$ cat config.mk
export PLATFORM = sky130hd
export DESIGN_NAME = sbmc_ctrl
export DESIGN_NICKNAME = d
export VERILOG_FILES = /design/src/sbmc_pkg.sv /design/src/sbmc_ctrl.sv /design/src/sbmc_sync.sv
export SDC_FILE = /design/constraint.sdc
export NUM_CORES = 1
export LEC_CHECK = 0
export ABC_AREA = 1
export BUFFER_PORTS_ARGS = -buffer_cell sky130_fd_sc_hd__buf_2
export CORE_ASPECT_RATIO = 0.9
export CORE_MARGIN = 1.5
export CORE_UTILIZATION = 55
export CTS_BUF_LIST = sky130_fd_sc_hd__clkbuf_8
export DETAILED_ROUTE_END_ITERATION = 8
export GPL_ROUTABILITY_DRIVEN = 0
export HOLD_SLACK_MARGIN = 0.03
export PLACE_DENSITY = 0.79
export SLEW_MARGIN = 20
export SYNTH_ARGS = -nofsm -noshare
export SYNTH_HDL_FRONTEND = slang
export SYNTH_SLANG_ARGS = --single-unit
$ cat constraint.sdc
create_clock -name clk -period 2.75 [get_ports clk]
set_input_delay 0.275 -clock clk [delete_from_list [all_inputs] [get_ports clk]]
set_output_delay 0.275 -clock clk [all_outputs]
set_load 0.005 [all_outputs]
$ cat src/sbmc_pkg.sv
package sbmc_pkg;
    // Data and address widths
    localparam int DATA_W = 8;
    localparam int ADDR_W = 5;
    localparam int CODES  = 256;

    // Mux address field positions
    localparam int MA_SWAP = 0;
    localparam int MA_PAIR = 1;
    localparam int MA_SE   = 2;
    localparam int MA_PD   = 3;

    // Timing, clock period in ps, times in ns
    localparam int CLK_PS      = 5000;
    localparam int T_CONV_NS   = 40000;
    localparam int CONV_CYC    = (T_CONV_NS * 1000) / CLK_PS;
    localparam int T_RD_WAIT_NS = 600;

    // Reset values
    localparam logic [7:0] RESULT_RST = 8'h00;
    localparam logic [4:0] MUXADR_RST = 5'h00;

    // Mux modes
    typedef enum logic [3:0] {
        SBMC_DIFF   = 4'h1,
        SBMC_SINGLE = 4'h2,
        SBMC_PSEUDO = 4'h4,
        SBMC_UNDEF  = 4'h8
    } sbmc_mode_e;

    // Converter states
    typedef enum logic [2:0] {
        SBMC_IDLE = 3'h1,
        SBMC_ARM  = 3'h2,
        SBMC_CONV = 3'h4
    } sbmc_state_e;
endpackage

$ cat src/sbmc_ctrl.sv
`timescale 1ns/1ps
`default_nettype none
// Overview of operation
// - The mux address is taken from the low five data lines, and only while read strobe is high.
// - A conversion starts only through chip select and write strobe, both low.
// - The done flag stays low until the result is read or a selected write strobe falls.
// - A falling write strobe with chip select low drives the done flag high and readies a new conversion.
// - A rising write strobe with read high latches the address, applies it and starts conversion.
// - Read held low through the whole write pulse keeps the old mux setting and drives the old result.
// - Each conversion ends within the maximum time, loads the output latch and pulls done low.
// - Chip select and read both low set done high and put the stored result on the data lines.
// - The result is positive minus negative input, and all zeros when positive is below negative.
// - Differential mode picks pair one-two or three-four by bit 1, bit 0 swaps polarity.
// - Single-ended mode picks one of four inputs as positive against analog ground.
// - Pseudo-differential mode picks input one to three as positive against input four.
// - The result is an eight-bit code of 256 steps, one step being the reference over 256.
module sbmc_ctrl #(
    parameter int CONV_CYCLES = sbmc_pkg::CONV_CYC
) (
    input  wire logic       clk,
    input  wire logic       rst,
    input  wire logic       cs_n,
    input  wire logic       wr_n,
    input  wire logic       rd_n,
    input  wire logic [7:0] shared_data_lines_in,
    output logic [7:0]      shared_data_lines_out,
    output logic            shared_data_lines_oe,
    output logic            conversion_done_n,
    output logic [7:0]      sample_pos_sel,
    output logic [7:0]      sample_neg_sel,
    output logic            conv_sample,
    output logic [4:0]      mux_address_bits,
    input  wire logic [7:0] analog_pos_code,
    input  wire logic [7:0] analog_neg_code,
    output logic [3:0]      mux_mode
);
    // sample_*_sel bit k selects analog input k+1; bit 4 is analog ground

    logic       cs_s, wr_s, rd_s;
    logic [7:0] db_s;
    logic       wr_d_r;
    logic       rd_low_r;
    logic       cs_low_r;
    logic [4:0] addr_r;
    logic [7:0] result_r;
    // Counter is sized from the parameter so a longer conversion still fits
    logic [$clog2(CONV_CYCLES+1)-1:0] cnt_r;
    logic       wr_fall, wr_rise;
    sbmc_pkg::sbmc_state_e state_r;

    // Pins come from the host's domain
    sbmc_sync #(.W(3), .RST_V(1'b1)) u_ctl_sync (
        .clk (clk),
        .rst (rst),
        .d   ({cs_n, wr_n, rd_n}),
        .q   ({cs_s, wr_s, rd_s})
    );
    sbmc_sync #(.W(8), .RST_V(1'b0)) u_db_sync (
        .clk (clk),
        .rst (rst),
        .d   (shared_data_lines_in),
        .q   (db_s)
    );

    // Write falls only count while chip selected; a rise counts after a selected fall
    assign wr_fall = wr_d_r && !wr_s && !cs_s;
    assign wr_rise = !wr_d_r && wr_s && cs_low_r;

    // Decode mux address into mode; used for output and steering
    function automatic sbmc_pkg::sbmc_mode_e mode_of(input logic [4:0] a);
        if (!a[sbmc_pkg::MA_SE])
            return sbmc_pkg::SBMC_DIFF;
        else if (!a[sbmc_pkg::MA_PD])
            return sbmc_pkg::SBMC_SINGLE;
        else if (a[1:0] != 2'h3)
            return sbmc_pkg::SBMC_PSEUDO;
        else
            return sbmc_pkg::SBMC_UNDEF;
    endfunction

    // Write strobe edge and read-low tracking over the write pulse
    always_ff @(posedge clk) begin
        if (rst) begin
            wr_d_r   <= 1'b1;
            rd_low_r <= 1'b0;
            cs_low_r <= 1'b0;
        end else begin
            wr_d_r <= wr_s;
            if (wr_fall) begin
                rd_low_r <= !rd_s;
                cs_low_r <= 1'b1;
            end else if (!wr_s) begin
                rd_low_r <= rd_low_r && !rd_s;
            end else if (!wr_rise) begin
                cs_low_r <= 1'b0;
            end
        end
    end

    // Address latch; a write with read held low keeps the old setting
    always_ff @(posedge clk) begin
        if (rst) begin
            addr_r <= sbmc_pkg::MUXADR_RST;
        end else if (wr_rise && rd_s && !rd_low_r) begin
            addr_r <= db_s[4:0];
        end
    end

    // Conversion sequencer; counter limit fixes the worst-case time
    always_ff @(posedge clk) begin
        if (rst) begin
            state_r <= sbmc_pkg::SBMC_IDLE;
            cnt_r   <= '0;
        end else begin
            unique case (state_r)
                sbmc_pkg::SBMC_IDLE: begin
                    if (wr_fall) begin
                        state_r <= sbmc_pkg::SBMC_ARM;
                    end
                end
                sbmc_pkg::SBMC_ARM: begin
                    if (wr_rise) begin
                        state_r <= sbmc_pkg::SBMC_CONV;
                        cnt_r   <= '0;
                    end
                end
                sbmc_pkg::SBMC_CONV: begin
                    if (wr_fall) begin
                        state_r <= sbmc_pkg::SBMC_ARM;
                    end else if (cnt_r == $bits(cnt_r)'(CONV_CYCLES - 1)) begin
                        state_r <= sbmc_pkg::SBMC_IDLE;
                    end else begin
                        cnt_r <= cnt_r + 1'b1;
                    end
                end
            endcase
        end
    end

    // Last count of an uncut conversion; a new write fall wins over the end
    logic conv_end;
    assign conv_end = state_r == sbmc_pkg::SBMC_CONV && !wr_fall
                      && cnt_r == $bits(cnt_r)'(CONV_CYCLES - 1);

    // Result: difference clamps to zero; 8-bit code, step = ref/256
    always_ff @(posedge clk) begin
        if (rst) begin
            result_r <= sbmc_pkg::RESULT_RST;
        end else if (conv_end) begin
            if (analog_pos_code > analog_neg_code)
                result_r <= analog_pos_code - analog_neg_code;
            else
                result_r <= 8'h00;
        end
    end

    // Done flag: set wins when an end and a read coincide
    always_ff @(posedge clk) begin
        if (rst) begin
            conversion_done_n <= 1'b1;
        end else if (conv_end) begin
            conversion_done_n <= 1'b0;
        end else if (wr_fall || (!cs_s && !rd_s)) begin
            conversion_done_n <= 1'b1;
        end
    end // Stays low until read or new write

    // Data bus drive during a selected read
    always_ff @(posedge clk) begin
        if (rst) begin
            shared_data_lines_oe  <= 1'b0;
            shared_data_lines_out <= sbmc_pkg::RESULT_RST;
        end else begin
            shared_data_lines_oe  <= !cs_s && !rd_s;
            shared_data_lines_out <= conv_end ? shared_data_lines_out : result_r;
        end
    end

    // Input steering from the latched address
    always_ff @(posedge clk) begin
        if (rst) begin
            sample_pos_sel   <= 8'h00;
            sample_neg_sel   <= 8'h00;
            conv_sample      <= 1'b0;
            mux_address_bits <= sbmc_pkg::MUXADR_RST;
            mux_mode         <= 4'h0;
        end else begin
            conv_sample      <= state_r == sbmc_pkg::SBMC_CONV;
            mux_address_bits <= addr_r;
            mux_mode         <= mode_of(addr_r);
            sample_pos_sel   <= 8'h00;
            sample_neg_sel   <= 8'h00;
            unique case (mode_of(addr_r))
                sbmc_pkg::SBMC_DIFF: begin
                    sample_pos_sel[{addr_r[1], addr_r[0]}] <= 1'b1;
                    sample_neg_sel[{addr_r[1], ~addr_r[0]}] <= 1'b1;
                end
                sbmc_pkg::SBMC_SINGLE: begin
                    sample_pos_sel[addr_r[1:0]] <= 1'b1;
                    sample_neg_sel[4]           <= 1'b1;
                end
                sbmc_pkg::SBMC_PSEUDO: begin
                    sample_pos_sel[addr_r[1:0]] <= 1'b1;
                    sample_neg_sel[3]           <= 1'b1;
                end
                sbmc_pkg::SBMC_UNDEF: begin
                    sample_pos_sel <= 8'h00; // Host must avoid
                end
            endcase
        end
    end

    // Helper: cycles spent converting
    logic [15:0] conv_age_r;
    always_ff @(posedge clk) begin
        if (rst || state_r != sbmc_pkg::SBMC_CONV)
            conv_age_r <= 16'h0000;
        else
            conv_age_r <= conv_age_r + 16'h0001;
    end
endmodule // sbmc_ctrl
`default_nettype wire

$ cat src/sbmc_sync.sv
`timescale 1ns/1ps
`default_nettype none
// Three-flop synchroniser; output changes only once stages two and three agree
module sbmc_sync #(
    parameter int   W     = 1,
    parameter logic RST_V = 1'b1
) (
    input  wire logic         clk,
    input  wire logic         rst,
    input  wire logic [W-1:0] d,
    output var  logic [W-1:0] q
);
    logic [W-1:0] s1_r;
    logic [W-1:0] s2_r;
    logic [W-1:0] s3_r;

    // Stage one feeds only stage two
    always_ff @(posedge clk) begin
        if (rst) begin
            s1_r <= {W{RST_V}};
            s2_r <= {W{RST_V}};
            s3_r <= {W{RST_V}};
        end else begin
            s1_r <= d;
            s2_r <= s1_r;
            s3_r <= s2_r;
        end
    end

    // Per-bit filter so a one-cycle glitch on a line never reaches the logic
    genvar i;
    generate
        for (i = 0; i < W; i++) begin : g_bit
            always_ff @(posedge clk) begin
                if (rst) begin
                    q[i] <= RST_V;
                end else if (s2_r[i] == s3_r[i]) begin
                    q[i] <= s3_r[i];
                end
            end
        end
    endgenerate
endmodule // sbmc_sync
`default_nettype wire

After elaboration in Yosys (flattened, before gate mapping):

Cells that the tools add are included.

* flip-flop bits (word level): 100
* latch bits: 0
* memory bits (writable): 0
* bits in read-only memories: 0
* bits of input ports: 29
* logic and storage cells: 119
* memories kept: 0

* add/subtract/negate cells: 2
* $mul: 0
* div/mod/pow operators: 0
* order comparisons: 5
* equality and inequality tests: 24
* shifts and indexed selects: 0
* multiplexer cells: 28
* bitwise gates (word level): 2
* reductions and logical operators: 27

Operators with widths (number)
* $mux 13: 3
* $pmux 13 s2: 1
* $mux 4: 4
* $pmux 8 s2: 1
* $ne 2x2->1 const B: 7
* $add 13x1->13 const B: 1
* $eq 13x13->1 const B: 1
* $logic_and 1x1->1: 12
* $mux 3: 4
* $mux 1: 10
* $pmux 3 s3: 1
* $eq 1x1->1: 8
* $gt 8x8->1: 1
* $lt 2x4->1 const B: 2
* $mux 8: 1
* $sub 8x8->8: 1
* $logic_not 1->1: 6
* $reduce_bool 2->1: 3
* $demux 1 s2: 2
* $eq 4x1->1 const B: 1
* $eq 4x2->1 const B: 1
* $eq 4x3->1 const B: 1
* $eq 4x4->1 const B: 1
* $ge 2x1->1 const B: 2
* 12 further kinds: 13

Longest topological paths before layout:

Gate-level depths: netlist of the first run.

* word-level depth: 8
* mapped depth: 12

By module:

A second synthesis of the first run with hierarchy kept.

* cell total of the unflattened synthesis: 571
* area total of the unflattened synthesis: 4316.6 um^2

By module, submodules not included
* sbmc_ctrl: times used 1, cells each 417, area an instance 2947.8 um^2
* sbmc_sync (u_db_sync): times used 1, cells each 108, area an instance 970.9 um^2
* sbmc_sync (u_ctl_sync): times used 1, cells each 46, area an instance 397.9 um^2

Least setup slack after synthesis of the first run:

No wires, ideal clock.

* kind: flip-flop to flip-flop
* start: register cnt_r[0]
* end: register cnt_r[12]
* arrival time: 1.531 ns
* path slack: 1.153 ns
* cell stages (with the launch flop): 11
* path buffers: 1
* clock period less this slack: 1.597 ns
* cell sequence: dfxtp_1 ha_1 nand3_2 nor2_4 nand3_2 nand2_2 nand2_4 nand2_4 buf_12 nand2_2 a21oi_2

* longest elaborated chain between the ends: 4
* elaborated cells on any way between the ends: 7
* those cells by class: 1 x add/sub; 2 x eq/ne; 3 x mux; 1 x reduce/logical

RTL lines
* start: declaration: RTL line sbmc_ctrl.sv:47 `logic [$clog2(CONV_CYCLES+1)-1:0] cnt_r;`
* start signal: assignment: RTL line sbmc_ctrl.sv:133 `cnt_r <= cnt_r + 1'b1;`
* $add 13x1->13: RTL line sbmc_ctrl.sv:133
* $mux 13: RTL line sbmc_ctrl.sv:130 `end else if (cnt_r == $bits(cnt_r)'(CONV_CYCLES - 1)) begin`
* $mux 13: RTL line sbmc_ctrl.sv:128 `if (wr_fall) begin`
* $pmux 13 s2: RTL line sbmc_ctrl.sv:115 `unique case (state_r)`

Several ways; a longest one is shown, not always the timed one. The select of a mux whose other input is x is not followed.
A chain may end at the register's enable or synchronous reset.

Final worst setup path of the first run:

* start: register cnt_r[0]
* end: register result_r[7]

* longest elaborated chain between the ends: 2

RTL lines
* $eq 13x13->1: RTL line sbmc_ctrl.sv:143 `&& cnt_r == $bits(cnt_r)'(CONV_CYCLES - 1);`
* $logic_and 1x1->1: RTL line sbmc_ctrl.sv:143
* end signal: assignment: RTL line sbmc_ctrl.sv:148 `result_r <= sbmc_pkg::RESULT_RST;`
* end signal: assignment: RTL line sbmc_ctrl.sv:151 `result_r <= analog_pos_code - analog_neg_code;`
* end: declaration: RTL line sbmc_ctrl.sv:45 `logic [7:0] result_r;`

No other way between the ends.

==> impl_metrics.yaml, run 1 <==
die:
  rows: 29
  pin_count: 65
  initial_core_util_pct: 56.2
  die-area_sq_um: 7670
  core_sq_um: 7000
  die_y_microns: 83.2
  die_w_microns: 92.1
power:
  totalPowerFinal_mw: 2.40
  ir_drop_v: 0.000515
  leakage_nw: 1.99
  power_density_nw_per_um2: 545
worst_setup_path:
  r2r-end: "result_r[7]"
  timing.critical_path.buf_inv: 0
  cp.depth: 9
  worstRegToRegCells: 9
  worstPathRequired_ns: 3.04
  crit_end: "result_r[7]"
  criticalPathCategory: "flip-flop to flip-flop"
  cp_top_family: "simple AND/OR/NAND/NOR gates"
  critical_path_arrival_ns: 2.29
  crit_chain: "ha_1, nand3_2, nor2_1, nand3_1, nor2_2, nand3_1, nor2_1, nor2_1, nor2_1"
  r2r_start: "cnt_r[0]"
  endpoint_kind: "flip-flop"
  rrSetupSlack_ns: 0.75
  critPathLaunchType: "flip-flop"
  cp_common_cell: "nor2_1"
  critPathMaxStageDelay_ns: 0.46
  critical_path.slowest_cell: "dfxtp_1"
  critical_path.startpoint: "cnt_r[0]"
  crit_fanout: 12
finish:
  fin_util_pct: 62.9
  syn_to_final_growth_pct: 12.1
  diodes: 0
  instances_no_fill: 668
  layout.nets: 609
  layout-drive-gt1-share_pct: 18.4
global_routing:
  first_global_vias: 2938
  grt_max_degree: 43
  grt_util_all_layers_pct: 20.0
  overflow: 0
  antenna_found_initial: 0
  grt_pass1_wl_microns: 12500
placement:
  portBuffers: 54
  hpwlAfterDp_microns: 5050
  preCtsSetupSlack_ns: 0.787
  placed_cells: 652
clock_network:
  insertion_delay_ns: 0.36
  cts_root_buffer: "clkbuf_8"
  postCtsSetupBuffers: 0
  cts_buffer_depth: 2
  cts_tree: "yes"
  ctsHoldBuffers: 0
  htreeDepth: 3
  cts.repair.resized: 0
  numCtsBuffers: 9
  cts.reportedPaths.clkPinSlew_ns: 0.10
  cts_sinks: 92
sta:
  rsz0062_at_grt: "false"
  setup_tns_ns: 0
  slew_viol_final: 0
  worst_pin_slew_ns: 0.653
  fin_skew_ns: 0.0145
  post-route-period-util_pct: 72.6
  relSlewSlack_pct: 56.4
  setup_viol: 0
  finalHoldViolCount: 0
  fin_crit_ns: 2.00
  worst_slack_ns: 0.753
  fmax_ghz: 0.501
detailed_routing:
  drc: 0
  drtIter0Drc: 145
  drtAntennaViolNets: 0
  drt_wl_total_microns: 7100
  dr.pass1.iters: 4
  vias_per_cell: 4.89
  vias: 3266
  wl_per_cell_microns: 10.6
synthesis:
  avgSynthCellArea_sq_um: 7.59
  synth_edf_count: 0
  synthCells: 518
  ys.warnings.count: 0
  ys_seq_area_share_pct: 46.8
  async_reset_ff_share_pct: 0
  synth-main-ff-cell: "dfxtp_1"
  synth_area_sq_um: 3930
  ys_ff_latch: 92
  synth.distinct_cells: 32
worst_hold_path:
  hp-class: "primary input to flip-flop"
outcome:
  status: "complete, no violations"
flow_run:
  drv_cap: 0
## synthesized netlist by cell type (all sizes together), types with 2 or more instances
cell / n / area, sq um
nand2: 121 / 487
dfxtp: 92 / 1840
nor2: 74 / 303
inv: 71 / 267
a21oi: 44 / 239
nand3: 30 / 165
o21ai: 18 / 93.8
buf: 10 / 87.6
clkbuf: 10 / 57.6
nand4: 10 / 62.6
or2: 10 / 62.6
ha: 9 / 113
nor3: 7 / 35.0
xor2: 3 / 26.3
xnor2: 2 / 17.5
## worst min path at each step
stage | depth (start not counted) | to | slack (ns) | start
after floorplan | 1 | u_ctl_sync.s1_r[0] | 0.38 | rd_n
after global placement | 2 | u_db_sync.s2_r[3] | 0.39 | u_db_sync.s1_r[3]
after detailed placement | 2 | u_db_sync.s2_r[4] | 0.39 | u_db_sync.s1_r[4]
after CTS | 2 | u_ctl_sync.s1_r[0] | 0.08 | rd_n
after global routing | 2 | u_ctl_sync.s1_r[0] | 0.06 | rd_n
final | 2 | u_ctl_sync.s1_r[0] | 0.09 | rd_n
## logic make-up (layout without fill, tap and decap cells)
logic type / Yosys count / in the layout / synth area share (%)
and+or+nand+nor: 254 / 254 / 29.0
DFF: 92 / 92 / 46.8
buffers and inverters: 91 / 142 / 10.5
AOI/OAI and AO/OA: 65 / 65 / 9.07
adders and majority gates: 10 / 10 / 3.37
xor gates and xnor gates: 5 / 5 / 1.11
other: 1 / 7 / 0.0954
## per-stage QoR
stage | instance area [sq um] | hold WS (ns)
after detailed placement | 4220 | 0.394
final | 4410 | 0.0919
after global routing | 4410 | 0.0645
after floorplan | 3960 | 0.379
after global placement | 4220 | 0.389
after CTS | 4410 | 0.0818
## where the power goes
part	switching, mW	internal, mW	total (mW)
registers	0.0101	1.35	1.36
clock network	0.491	0.371	0.861
logic	0.109	0.0676	0.177
## layer usage
metal	vias up	global-route usage (%)	routed length [microns]	share of wire (%)
li1	1710	-	-	-
met1	1473	25.4	3350	47
met2	77	32.9	3360	47
met3	6	6.68	344	4.8
met4	0	4.90	51	0.72
met5	-	0	0	0
## sequential cells by signal, summed over array words and instances (netlist names), 3 cells and up
| register | count |
|---|---|
| sample_neg_sel | 5 |
| cnt_r | 13 |
| mux_address_bits | 5 |
| state_r | 3 |
| shared_data_lines_out | 8 |
| u_ctl_sync.s2_r | 3 |
| result_r | 8 |
| addr_r | 5 |
| u_db_sync.s2_r | 5 |
| u_ctl_sync.s1_r | 3 |
| sample_pos_sel | 4 |
| u_db_sync.s3_r | 5 |
| u_db_sync.q | 5 |
| u_ctl_sync.s3_r | 3 |
| u_ctl_sync.q | 3 |
| mux_mode | 3 |
| u_db_sync.s1_r | 5 |
## cell usage in the layout, fill, tap and decap left out
| cell type | n |
|---|---|
| a221oi_1 | 1 |
| clkbuf_8 | 10 |
| or2_2 | 10 |
| inv_8 | 1 |
| nand2_1 | 112 |
| nand3_2 | 3 |
| dfxtp_1 | 92 |
| nor3_1 | 7 |
| a211oi_1 | 1 |
| o21ai_2 | 1 |
| nand3b_4 | 1 |
| conb_1 | 7 |
| a21oi_1 | 39 |
| nand2_2 | 7 |
| fa_1 | 1 |
| clkinv_4 | 1 |
| o21bai_1 | 1 |
| xnor2_1 | 2 |
| nor2_4 | 3 |
| nand3_1 | 27 |
| nor3b_1 | 1 |
| ha_1 | 9 |
| a21oi_2 | 5 |
| nor2_1 | 70 |
| inv_6 | 3 |
| xor2_1 | 3 |
| buf_12 | 1 |
| nor2_2 | 1 |
| inv_1 | 69 |
| inv_2 | 2 |
| nand4_1 | 10 |
| o21ai_0 | 17 |
| clkinvlp_4 | 1 |
| buf_2 | 54 |
| nand2_4 | 2 |
## final cells by class
class / instances / area [sq um]
Tap cell: 93 / 116
Clock buffer: 10 / 138
Inverter: 71 / 267
Multi-Input combinational cell: 341 / 1700
Timing Repair Buffer: 55 / 290
Clock inverter: 6 / 53.8
Sequential cell: 92 / 1840
Fill cell: 636 / 2590
Note: power is estimated with default switching activity, not from simulation.
==> run 2: changes to the inputs <==
==> constraint.sdc (replaced) <==
create_clock -name clk -period 2 [get_ports clk]
set_input_delay 0.2 -clock clk [delete_from_list [all_inputs] [get_ports clk]]
set_output_delay 0.2 -clock clk [all_outputs]
set_load 0.005 [all_outputs]
==> run 2 against run 1 <==
Core utilization is 1.2 points higher. Via count hardly changed. Non-clock buffer count is 10 higher. Critical endpoint is now shared_data_lines_out[5]. Largest cell class unchanged. Clock skew is 0.0037 ns lower. Combinational power is 45% higher. Critical path type unchanged. First-iteration DRC count is 22% lower.
==> impl_metrics.yaml, run 2 (synthesis results as in run 1) <==
worst_setup_path:
  worstPathRequired_ns: 2.28
  crit_chain: "ha_1, nand3_2, nor2_1, nand3_1, nor2_2, buf_4, nand2_1, a21oi_1"
  crit_fanout: 8
  r2r_start: "cnt_r[1]"
  r2r-end: "shared_data_lines_out[5]"
  endpoint_kind: "flip-flop"
  critical_path.startpoint: "cnt_r[1]"
  crit_end: "shared_data_lines_out[5]"
  worstRegToRegCells: 8
  critical_path.slowest_cell: "dfxtp_1"
  critPathMaxStageDelay_ns: 0.38
  critical_path_arrival_ns: 2.08
  critPathLaunchType: "flip-flop"
  criticalPathCategory: "flip-flop to flip-flop"
  rrSetupSlack_ns: 0.20
detailed_routing:
  drtIter0Drc: 113
  wl_per_cell_microns: 10.7
  drtAntennaViolNets: 0
  drc: 0
  dr.pass1.iters: 4
  vias: 3269
  drt_wl_total_microns: 7230
  vias_per_cell: 4.83
power:
  leakage_nw: 2.03
  totalPowerFinal_mw: 3.32
  power_density_nw_per_um2: 740
  ir_drop_v: 0.000671
global_routing:
  overflow: 0
  antenna_found_initial: 0
  first_global_vias: 3046
  grt_max_degree: 37
  grt_util_all_layers_pct: 20.0
  grt_pass1_wl_microns: 12500
placement:
  placed_cells: 658
  hpwlAfterDp_microns: 5080
  portBuffers: 54
  preCtsSetupSlack_ns: 0.200
outcome:
  status: "complete, no violations"
sta:
  fmax_ghz: 0.557
  setup_viol: 0
  fin_skew_ns: 0.0108
  fin_crit_ns: 1.80
  worst_slack_ns: 0.204
  finalHoldViolCount: 0
  post-route-period-util_pct: 89.8
  relSlewSlack_pct: 66.5
  worst_pin_slew_ns: 0.503
  setup_tns_ns: 0
  rsz0062_at_grt: "false"
  slew_viol_final: 0
die:
  die-area_sq_um: 7670
  pin_count: 65
  rows: 29
  die_w_microns: 92.1
  core_sq_um: 7000
  die_y_microns: 83.2
  initial_core_util_pct: 56.2
clock_network:
  cts.repair.resized: 0
  cts_root_buffer: "clkbuf_8"
  cts_buffer_depth: 2
  cts.reportedPaths.clkPinSlew_ns: 0.09
  ctsHoldBuffers: 4
  insertion_delay_ns: 0.35
  postCtsSetupBuffers: 0
  cts_tree: "yes"
  htreeDepth: 3
  numCtsBuffers: 9
  cts_sinks: 92
finish:
  diodes: 0
  largest_reg_flops: 13
  layout.nets: 619
  fillers: 596
  layout-drive-gt1-share_pct: 19.0
  mostFrequentLayoutCell: "nand2_1"
  final_cell_mix: "nand2_1, dfxtp_1, nor2_1, inv_1, buf_2"
  instances_no_fill: 677
  top_register: "cnt_r"
  reg_top3: "cnt_r (13), result_r (8), shared_data_lines_out (8)"
  regArea_sq_um: 1840
  syn_to_final_growth_pct: 14.2
  multiInputGateArea_sq_um: 1700
  fin_util_pct: 64.1
worst_hold_path:
  hp-class: "primary input to flip-flop"
flow_run:
  drv_cap: 0
[run 2: metrics by stage]
stage	instance area (sq um)	hold slack, ns
finish	4490	0.0471
CTS	4490	0.0340
floorplan	3960	0.304
detailed placement	4260	0.385
global placement	4260	0.384
global route	4490	0.0392
[run 2: how the worst min path moves through the flow]
stage                                  startpoint                 end  slack [ns]  depth (start not counted)
after detailed placement                     cs_n  u_ctl_sync.s1_r[2]        0.38                          2
after global routing      shared_data_lines_in[0]   u_db_sync.s1_r[0]        0.04                          3
after floorplan                              rd_n  u_ctl_sync.s1_r[0]        0.30                          1
after CTS                 shared_data_lines_in[4]   u_db_sync.s1_r[4]        0.03                          3
after global placement                       rd_n  u_ctl_sync.s1_r[0]        0.38                          2
final                     shared_data_lines_in[3]   u_db_sync.s1_r[3]        0.05                          3
[run 2: area by class of cell]
type / count / area share, %
Clock inverter: 6 / 1.42
Multi-Input combinational cell: 341 / 37.9
Tap cell: 93 / 2.59
Sequential cell: 92 / 41.0
Clock buffer: 9 / 2.76
Timing Repair Buffer: 65 / 8.36
Inverter: 71 / 5.94
[run 2: report_power, final]
| group | switching, mW | internal, mW |
|---|---|---|
| registers | 0.0120 | 1.86 |
| logic | 0.155 | 0.102 |
| clock network | 0.624 | 0.570 |
[run 2: worst max-delay path, delay by kind of cell, from the launching register on]
family | cells | cell delay [ns]
buffers and inverters | 1 | 0.21
AO/OA/AOI/OAI | 1 | 0.13
flip-flops | 1 | 0.38
adder cells (fa/ha/maj) | 1 | 0.21
AND/OR/NAND/NOR | 5 | 0.80
[run 2: layer usage]
layer / global-route usage (%) / wire [microns] / vias to the layer above
li1: - / - / 1735
met1: 23.5 / 3250 / 1468
met2: 34.9 / 3610 / 58
met3: 5.40 / 312 / 8
met4: 6.57 / 57 / 0
met5: 0 / 0 / -
